--- config.mk ---
export PLATFORM = sky130hd
export DESIGN_NAME = fsp_host
export DESIGN_NICKNAME = d
export VERILOG_FILES = /design/src/rtl/fsp_pkg.sv /design/src/rtl/fsp_host.sv
export SDC_FILE = /design/constraint.sdc
export NUM_CORES = 1
export LEC_CHECK = 0
export BUFFER_PORTS_ARGS = -buffer_cell sky130_fd_sc_hd__buf_2
export CAP_MARGIN = 10
export CORE_MARGIN = 4
export CORE_UTILIZATION = 60
export DETAILED_ROUTE_END_ITERATION = 10
export PLACE_DENSITY_LB_ADDON = 0.3
export REMOVE_ABC_BUFFERS = 1
export SYNTH_ARGS = -nofsm -noshare
export SYNTH_HDL_FRONTEND = slang
export SYNTH_SLANG_ARGS = --single-unit
export TNS_END_PERCENT = 5
--- constraint.sdc ---
create_clock -name clock -period 6.1 [get_ports clock]
set_input_delay 0.61 -clock clock [delete_from_list [all_inputs] [get_ports clock]]
set_output_delay 0.61 -clock clock [all_outputs]
set_load 0.05 [all_outputs]
--- src/rtl/fsp_pkg.sv ---
// Package for the boot-sector flash protection host controller.
// Assumes a 20 MHz clock and a bottom-boot parallel flash on the far side.
package fsp_pkg;
  localparam int          ADDR_W        = 20;
  localparam int          DATA_W        = 16;
  localparam int          SECT_W        = 6;
  localparam int          SECT_COUNT    = 35;
  localparam int          CLK_MHZ       = 20;
  localparam int          SETUP_NS      = 100;
  localparam int          SETUP_CYC     = (SETUP_NS * CLK_MHZ + 999) / 1000;
  localparam int          PULSE_NS      = 100;
  localparam int          PULSE_CYC     = (PULSE_NS * CLK_MHZ + 999) / 1000;
  localparam int          SYNC_STAGES   = 3;
  localparam logic [1:0]  ID_MAKER      = 2'b00;
  localparam logic [1:0]  ID_DEVICE     = 2'b01;
  localparam logic [1:0]  ID_PROTECT    = 2'b10;
  localparam logic [1:0]  ID_CONT       = 2'b11;
  localparam int          BIT_SEL6      = 6;
  localparam logic [7:0]  PROT_SET      = 8'h01;
  localparam logic [7:0]  PROT_CLR      = 8'h00;
  localparam logic [10:0] UNLOCK_ADR1   = 11'h555;
  localparam logic [10:0] UNLOCK_ADR2   = 11'h2AA;
  localparam logic [7:0]  UNLOCK_DAT1   = 8'hAA;
  localparam logic [7:0]  UNLOCK_DAT2   = 8'h55;

  typedef enum logic [2:0] {
    OP_READ    = 3'b000,
    OP_WRITE   = 3'b001,
    OP_IDREAD  = 3'b010,
    OP_UNLOCKW = 3'b011
  } fsp_op_t;

  typedef enum logic [2:0] {
    ST_IDLE  = 3'b000,
    ST_SETUP = 3'b001,
    ST_PULSE = 3'b010,
    ST_HOLD  = 3'b011,
    ST_NEXT  = 3'b100
  } fsp_state_t;
endpackage

--- src/rtl/fsp_host.sv ---
// Host bus controller for a bottom-boot parallel flash: reads, unlocked writes,
// identification reads. Assumes the flash pins sit on the far side of the ports.
`timescale 1ns/100ps
module fsp_host
  import fsp_pkg::*;
#(
  parameter int SETUP_CYCLES = SETUP_CYC,
  parameter int PULSE_CYCLES = PULSE_CYC
) (
  // Clock and reset
  input  wire logic                        clock,
  input  wire logic                        srst,
  // Request side
  input  wire logic                        reqValid,
  input  wire fsp_pkg::fsp_op_t            reqOp,
  input  wire logic [fsp_pkg::ADDR_W-1:0]  reqAddr,
  input  wire logic [fsp_pkg::DATA_W-1:0]  reqData,
  input  wire logic                        reqIdHv,
  input  wire logic                        reqRstHv,
  output logic                             reqReady,
  output logic                             rspValid,
  output logic [fsp_pkg::DATA_W-1:0]       rspData,
  output logic [fsp_pkg::SECT_W-1:0]       rspSector,
  output logic                             rspProtected,
  // Flash pins
  output logic                             flashCeN,
  output logic                             flashOeN,
  output logic                             flashWeN,
  output logic [fsp_pkg::ADDR_W-1:0]       flashAddr,
  output logic                             flashIdHv,
  output logic                             flashRstHv,
  output logic [fsp_pkg::DATA_W-1:0]       flashDqOut,
  output logic                             flashDqOe,
  input  wire logic [fsp_pkg::DATA_W-1:0]  flashDqIn
);
  import fsp_pkg::*;

  typedef struct packed {
    fsp_state_t          st;
    fsp_op_t             op;
    logic [1:0]          step;
    logic [7:0]          cnt;
    logic                ceN;
    logic                oeN;
    logic                weN;
    logic [ADDR_W-1:0]   addr;
    logic [DATA_W-1:0]   wdat;
    logic [ADDR_W-1:0]   adrHeld;
    logic [DATA_W-1:0]   datHeld;
    logic                dqOe;
    logic                idHv;
    logic                rstHv;
    logic                ready;
    logic                rv;
    logic [DATA_W-1:0]   rdat;
    logic [SECT_W-1:0]   sect;
    logic                prot;
    logic [DATA_W-1:0]   s1;
    logic [DATA_W-1:0]   s2;
    logic [DATA_W-1:0]   s3;
  } fsp_host_t;

  fsp_host_t state_r;
  fsp_host_t state_nxt;

  // Sector number of an array address, bottom-boot map
  function automatic logic [SECT_W-1:0] sectorOf(input logic [ADDR_W-1:0] a);
    logic [SECT_W-1:0] s;
    s = '0;
    if (a[19:15] != 5'h0)
      s = SECT_W'(a[19:15]) + 6'h03;
    else if (a[14])
      s = 6'h03;
    else if (a[13])
      s = a[12] ? 6'h02 : 6'h01;
    else
      s = 6'h00;
    return s;
  endfunction

  // Unlock step address for in-system command prefix; step 2 gives the request address
  function automatic logic [ADDR_W-1:0] unlockAdr(input logic [1:0] k,
                                                  input logic [ADDR_W-1:0] a);
    return (k == 2'd0) ? ADDR_W'(UNLOCK_ADR1) : (k == 2'd1) ? ADDR_W'(UNLOCK_ADR2) : a;
  endfunction

  always_comb
  begin
    state_nxt    = state_r;
    state_nxt.rv = 1'b0;
    // Input pins synchronised: third and second stages must agree
    state_nxt.s1 = flashDqIn;
    state_nxt.s2 = state_r.s1;
    state_nxt.s3 = state_r.s2;
    case (state_r.st)
      ST_IDLE:
      begin
        state_nxt.ceN   = 1'b1;
        state_nxt.oeN   = 1'b1;
        state_nxt.weN   = 1'b1;
        state_nxt.dqOe  = 1'b0;
        // Reset-pin voltage only changes between bus cycles
        state_nxt.rstHv = reqRstHv;
        if (reqValid && state_r.ready)
        begin
          state_nxt.ready = 1'b0;
          state_nxt.op    = reqOp;
          state_nxt.addr  = (reqOp == OP_UNLOCKW) ? unlockAdr(2'd0, reqAddr) : reqAddr;
          state_nxt.wdat  = reqData;
          // Request kept aside while the unlock prefix uses the bus
          state_nxt.adrHeld = reqAddr;
          state_nxt.datHeld = reqData;
          state_nxt.sect  = sectorOf(reqAddr);
          state_nxt.step  = (reqOp == OP_UNLOCKW) ? 2'd0 : 2'd2;
          if (reqOp == OP_IDREAD)
          begin
            state_nxt.idHv = reqIdHv;
            state_nxt.addr[BIT_SEL6] = 1'b0;
          end
          state_nxt.cnt = 8'(SETUP_CYCLES);
          state_nxt.st  = ST_SETUP;
        end
      end
      ST_SETUP:
      begin
        state_nxt.ceN = 1'b0;
        if (state_r.cnt > 8'd1)
          state_nxt.cnt = state_r.cnt - 8'd1;
        else
        begin
          state_nxt.cnt = 8'(PULSE_CYCLES);
          state_nxt.st  = ST_PULSE;
          if (state_r.op == OP_WRITE || state_r.op == OP_UNLOCKW)
          begin
            state_nxt.oeN  = 1'b1;
            state_nxt.weN  = 1'b0;
            state_nxt.dqOe = 1'b1;
            state_nxt.wdat = (state_r.op == OP_UNLOCKW && state_r.step == 2'd0) ?
                             DATA_W'(UNLOCK_DAT1) :
                             (state_r.op == OP_UNLOCKW && state_r.step == 2'd1) ?
                             DATA_W'(UNLOCK_DAT2) : state_r.datHeld;
          end
          else
          begin
            // Read data must cross the pin synchroniser before it is taken
            state_nxt.oeN = 1'b0;
            state_nxt.cnt = 8'(PULSE_CYCLES + SYNC_STAGES);
          end
        end
      end
      ST_PULSE:
      begin
        if (state_r.cnt > 8'd1)
          state_nxt.cnt = state_r.cnt - 8'd1;
        else
        begin
          state_nxt.weN = 1'b1;
          state_nxt.oeN = 1'b1;
          state_nxt.st  = ST_HOLD;
          if (state_r.oeN == 1'b0 && state_r.s2 == state_r.s3)
          begin
            state_nxt.rv   = 1'b1;
            state_nxt.rdat = state_r.s3;
            state_nxt.prot = (state_r.s3[7:0] == PROT_SET);
          end
        end
      end
      ST_HOLD:
      begin
        state_nxt.dqOe = 1'b0;
        state_nxt.ceN  = 1'b1;
        state_nxt.st   = (state_r.step < 2'd2) ? ST_NEXT : ST_IDLE;
        if (state_r.step >= 2'd2)
        begin
          state_nxt.ready = 1'b1;
          state_nxt.idHv  = 1'b0;
        end
      end
      ST_NEXT:
      begin
        state_nxt.step = state_r.step + 2'd1;
        state_nxt.addr = unlockAdr(state_r.step + 2'd1, state_r.adrHeld);
        state_nxt.cnt  = 8'(SETUP_CYCLES);
        state_nxt.st   = ST_SETUP;
      end
      default:
        state_nxt.st = ST_IDLE;
    endcase
  end

  always_ff @(posedge clock)
  begin
    if (srst)
    begin
      state_r       <= '0;
      state_r.st    <= ST_IDLE;
      state_r.ceN   <= 1'b1;
      state_r.oeN   <= 1'b1;
      state_r.weN   <= 1'b1;
      state_r.ready <= 1'b1;
      state_r.step  <= 2'd2;
    end
    else
      state_r <= state_nxt;
  end

  assign reqReady     = state_r.ready;
  assign rspValid     = state_r.rv;
  assign rspData      = state_r.rdat;
  assign rspSector    = state_r.sect;
  assign rspProtected = state_r.prot;
  assign flashCeN     = state_r.ceN;
  assign flashOeN     = state_r.oeN;
  assign flashWeN     = state_r.weN;
  assign flashAddr    = state_r.addr;
  assign flashIdHv    = state_r.idHv;
  assign flashRstHv   = state_r.rstHv;
  assign flashDqOut   = state_r.wdat;
  assign flashDqOe    = state_r.dqOe;
endmodule // fsp_host

# Word level (Yosys, flattened, before mapping)
# Index checks and enable logic that the tools add are counted.
# W data, S select, Z words.
dict set report word_totals {
  ff_bits 167
  mem_bits_rw 0
  output_inout_bits 67
  mem_bits_ro 0
  word_cells 121
  mem_count 0
  inputBits 60
  latchBits 0
}
dict set report op_classes {
  n_bitwise 3
  n_eq_ne 19
  n_reduce_logical 28
  order_cmp 3
  div 0
  addsub 3
  muxes 43
  n_shift 0
  multipliers 0
}
# operator count
set op_table {}
lappend op_table {{$mux W16} 5}
lappend op_table {{$mux W72} 1}
lappend op_table {{$mux W20} 3}
lappend op_table {{$pmux W20 S2} 1}
lappend op_table {{$pmux W16 S2} 1}
lappend op_table {{$pmux W8 S4} 1}
lappend op_table {{$reduce_and A3 Y1} 6}
lappend op_table {{$mux W17} 1}
lappend op_table {{$eq A16 B16 Y1} 1}
lappend op_table {{$mux W8} 2}
lappend op_table {{$eq A3 B2 Y1 const B} 5}
lappend op_table {{$pmux W3 S5} 1}
lappend op_table {{$ne A2 B2 Y1 const B} 7}
lappend op_table {{$mux W2} 6}
lappend op_table {{$mux W3} 4}
lappend op_table {{$reduce_and A4 Y1} 3}
lappend op_table {{$mux W1} 10}
lappend op_table {{$eq A8 B1 Y1 const B} 1}
lappend op_table {{$gt A8 B1 Y1 const B} 1}
lappend op_table {{$pmux W1 S2} 4}
lappend op_table {{$reduce_bool A2 Y1} 4}
lappend op_table {{$sub A8 B1 Y8 const B} 1}
lappend op_table {{$add A5 B2 Y6 const B} 1}
lappend op_table {{$eq A3 B1 Y1 const B} 2}
lappend op_table {{other kinds (19)} 27}

# Depth between registers and ports, before layout
dict set report depth {
  word_depth 7
  depth_mapped 10
  ltp_nobuf 7
}

# Worst setup path before layout
# No wires, ideal clock.
dict set report synth_path {
  path_type {register to register}
  start {register state_r[153] (netlist name)}
  end {register state_r, in the netlist rspData[10]}
  path_buffers 4
  slack_ns 3.549
  stages_incl_launch_ff 10
  arrival_time_ns 2.418
  required_time_ns 5.968
  setup_time_ns 0.132
  synth_period_minus_slack_ns 2.551
  cell_sequence {dfxtp_1 > or4_1 > buf_2 > or3_1 > buf_6 > or4_1 > buf_2 > buf_6 > o21ai_1 > a21oi_1}
}
dict set report synth_via {
  elab_chain_cells 3
}
# element line
set synth_lines {}
lappend synth_lines {{start: declaration} fsp_host.sv:63} ;# fsp_host_t state_r;
lappend synth_lines {{start signal: assignment} fsp_host.sv:204} ;# state_r <= state_nxt;
lappend synth_lines {{$gt A8 B1 Y1} fsp_host.sv:153} ;# if (state_r.cnt > 8'd1)
lappend synth_lines {{$not A1 Y1 (no source line)} -}
lappend synth_lines {{$reduce_and A3 Y1 (no source line)} -}
# Every way passes these cells.
# A chain may end at the register's enable or synchronous reset.

# Final worst setup path
dict set report layout_path {
  start {register state_r[153] (netlist name)}
  end {register state_r, in the netlist rspData[2]}
}
# The elaborated chain is that of the path after synthesis.

==> summary.txt <==
Power
  • Internal Power: 0.00239 W
  • Share of power burned in registers: 36.1%
  • Pwr/cell area: 490 nW/µm²
  • Switch share: 39.1%
  • Static leakage power: 3.27 nW
  • Peak VDD IR: 0.301 mV
  • P_sw: 0.00153 W
  • Pwr Total: 0.00392 W
  • Combinational share of power: 34.5%
  • Clock power frac: 29.4%

Synthesis
  • Async SR Flop Fraction: 0%
  • Mapped Avg Cell Area: 8.37 µm²
  • Synth Instances: 851
  • Register bit total from synthesis: 167
  • Dominant synthesized flop cell: dfxtp_1
  • Top post-synthesis cells by count: dfxtp_1, nand2_1, a21oi_1, nor2_1, buf_4
  • Post-synth EDFFs: 0
  • Mapped Area: 7120 µm²
  • Post-synth cell types: 58
  • Sequential area share after synthesis: 46.9%
  • Synth area leaders: dfxtp_1, a21oi_1, nand2_1
  • Post-synth top area share: 46.9%
  • Synth Warn #: 0
  • Leading area contributor after synthesis: dfxtp_1
  • Count leader, synth: dfxtp_1

Setup path
  • CP Launch Type: flop
  • Worst EP required: 6.38 ns
  • CP top delay family: simple AND/OR/NAND/NOR gates
  • Reg-to-reg endpoint: rspData[2]
  • Critical path's slowest cell: or4_1
  • R2R Setup Slk: 3.08 ns
  • CP Capture Type: flop
  • Critical Path End: rspData[2]
  • Cell chain of the critical path: or4_1, or3_1, or4_1, o21ai_0, a21oi_1
  • Total stage count of the critical path: 5
  • CP dominant cell by count: or4_1
  • Crit path largest cell delay: 0.87 ns
  • Reg2reg start: state_r[153]
  • Buf+Inv Stages, Crit Path: 0
  • WP data arrival: 3.30 ns
  • Max FO, Critical Path: 17
  • Worst setup path class: flop to flop
  • Critical path startpoint: state_r[153]
  • R2r worst-path depth: 5

Clocking
  • CTS tree: yes
  • Worst skew pair latency: 0.42 ns
  • Post-CTS Setup Bufs: 0
  • # clock sinks: 167
  • CTS root buf: clkbuf_16
  • Resized cells post-CTS: 0
  • H-tree Lvls: 4
  • Clk buf depth: 2
  • Worst-path clk slew: 0.07 ns
  • Post-CTS Hold Buffers: 0
  • CTS buffer count: 17

Placed design
  • Placed wire-length estimate: 11000 µm
  • Area after DPL: 7340 µm²
  • GP Congestion: 0.863
  • Placed cell count: 1015
  • Port bufs: 126

Floorplan
  • DIE WIDTH: 117 µm
  • Die Ht: 117 µm
  • Starting Density: 61.9%
  • CORE AREA: 11500 µm²
  • I/O pin total: 127
  • Row cnt: 39
  • Die area: 13700 µm²

Detailed routing
  • DR DRC count: 0
  • WL/cell: 15.8 µm
  • Total number of vias: 6002
  • Vias per Instance: 5.73
  • First-pass DRT Iterations: 5
  • DR iter-0 viols: 562
  • WL final: 16600 µm
  • Final antenna-violating net count: 0

GRT
  • GR Util All Layers: 24.8%
  • Initial antenna violation count: 0
  • Gr ovfl total: 0
  • Number of global-route vias before repair: 5674
  • Largest net degree at the start of global routing: 99
  • First-pass GRT wire length: 26900 µm

Timing
  • Hold Fails Final Rpt: 0
  • Final Max Tran Viols: 0
  • Setup tns final: 0 ns
  • Period utilization: 49.5%
  • RSZ-0062 raised after global routing: false
  • Hold WS: 0.388 ns
  • Slew margin rel.: 20.6%
  • Pin slew with the least headroom to its limit: 1.18 ns
  • Final setup viols: 0
  • Clock skew: 0.00899 ns
  • Peak Freq: 331 MHz
  • Final min period: 3.02 ns

Worst hold path
  • Worst hold path type: input port to flop
  • HP Start: flashDqIn[2]

Finish
  • Syn-to-layout area delta: 12.1%
  • Final net count: 960
  • Fin cells: 1047
  • Fin area: 7990 µm²
  • Layout cells sized above 1: 19.1%
  • Diodes inserted: 0

Flow run
  • Max Cap Viol: 0

Outcome
  • Status: finished clean
layer usage:
layer	vias up	track usage, %	wire (µm)
li1	2937	-	-
met3	32	6.32	1220
met2	257	41.9	8210
met4	0	8.87	330
met5	-	0	0
met1	2776	30.7	6800
cell usage in the layout, fill, tap and decap left out, drive strengths merged, types with 8 or more instances in the layout:
cell type  count
a211oi         8
a21oi         99
a221oi        10
buf          131
clkbuf        21
dfxtp        167
ha             9
inv           10
nand2        124
nand3         23
nor2          73
nor2b         52
nor3          24
o21ai         29
xnor2         16
power by group through the flow:
stage          clock network (W)  logic, W  registers, W
3_5_place_dp                   0   0.00132       0.00143
2_1_floorplan                  0  0.000676       0.00170
4_1_cts                  0.00117   0.00133       0.00141
6_report                 0.00115   0.00135       0.00141
5_1_grt                  0.00122   0.00148       0.00143
3_3_place_gp                   0   0.00129       0.00142
stage by stage:
| stage | util (%) | setup WS (ns) |
|---|---|---|
| floorplan | - | 3.01 |
| global placement | 63.7 | 3.11 |
| detailed placement | 63.7 | 2.97 |
| CTS | 69.3 | 2.94 |
| global route | 69.4 | 2.96 |
| finish | 69.4 | 3.08 |
how the worst min path moves through the flow:
stage | to | slack (ns) | cells past startpoint
6_report | state_nxt[18] | 0.39 | 2
5_1_grt | state_nxt[23] | 0.38 | 2
4_1_cts | state_nxt[18] | 0.38 | 2
3_5_place_dp | state_nxt[5] | 0.42 | 1
3_3_place_gp | state_nxt[1] | 0.42 | 1
2_1_floorplan | state_nxt[0] | 0.41 | 1
cell families (layout without fill, tap and decap cells):
group | Yosys count | after routing | synth area share [%]
buf+inv | 121 | 174 | 9.73
simple gates | 333 | 333 | 22.1
fa+ha+maj | 9 | 9 | 1.58
xor+xnor | 20 | 20 | 2.46
compound gates | 198 | 198 | 16.8
mux | 3 | 3 | 0.422
flops | 167 | 167 | 46.9
sequential cells by signal (all words and copies together), names as in the netlist, 6 cells and up:
| name | count |
|---|---|
| state_r | 68 |
| state_nxt | 32 |
| flashAddr | 20 |
| flashDqOut | 16 |
| rspData | 16 |
| rspSector | 6 |
layout make-up:
cell class	instances	area, µm²
clock buffer	21	470
clock inverter	11	171
fill	939	3530
inverter	11	41.3
multi-input combinational	563	3110
sequential	167	3340
tap	143	179
timing repair buffer	131	671
Power figures use the tool's default switching activity.
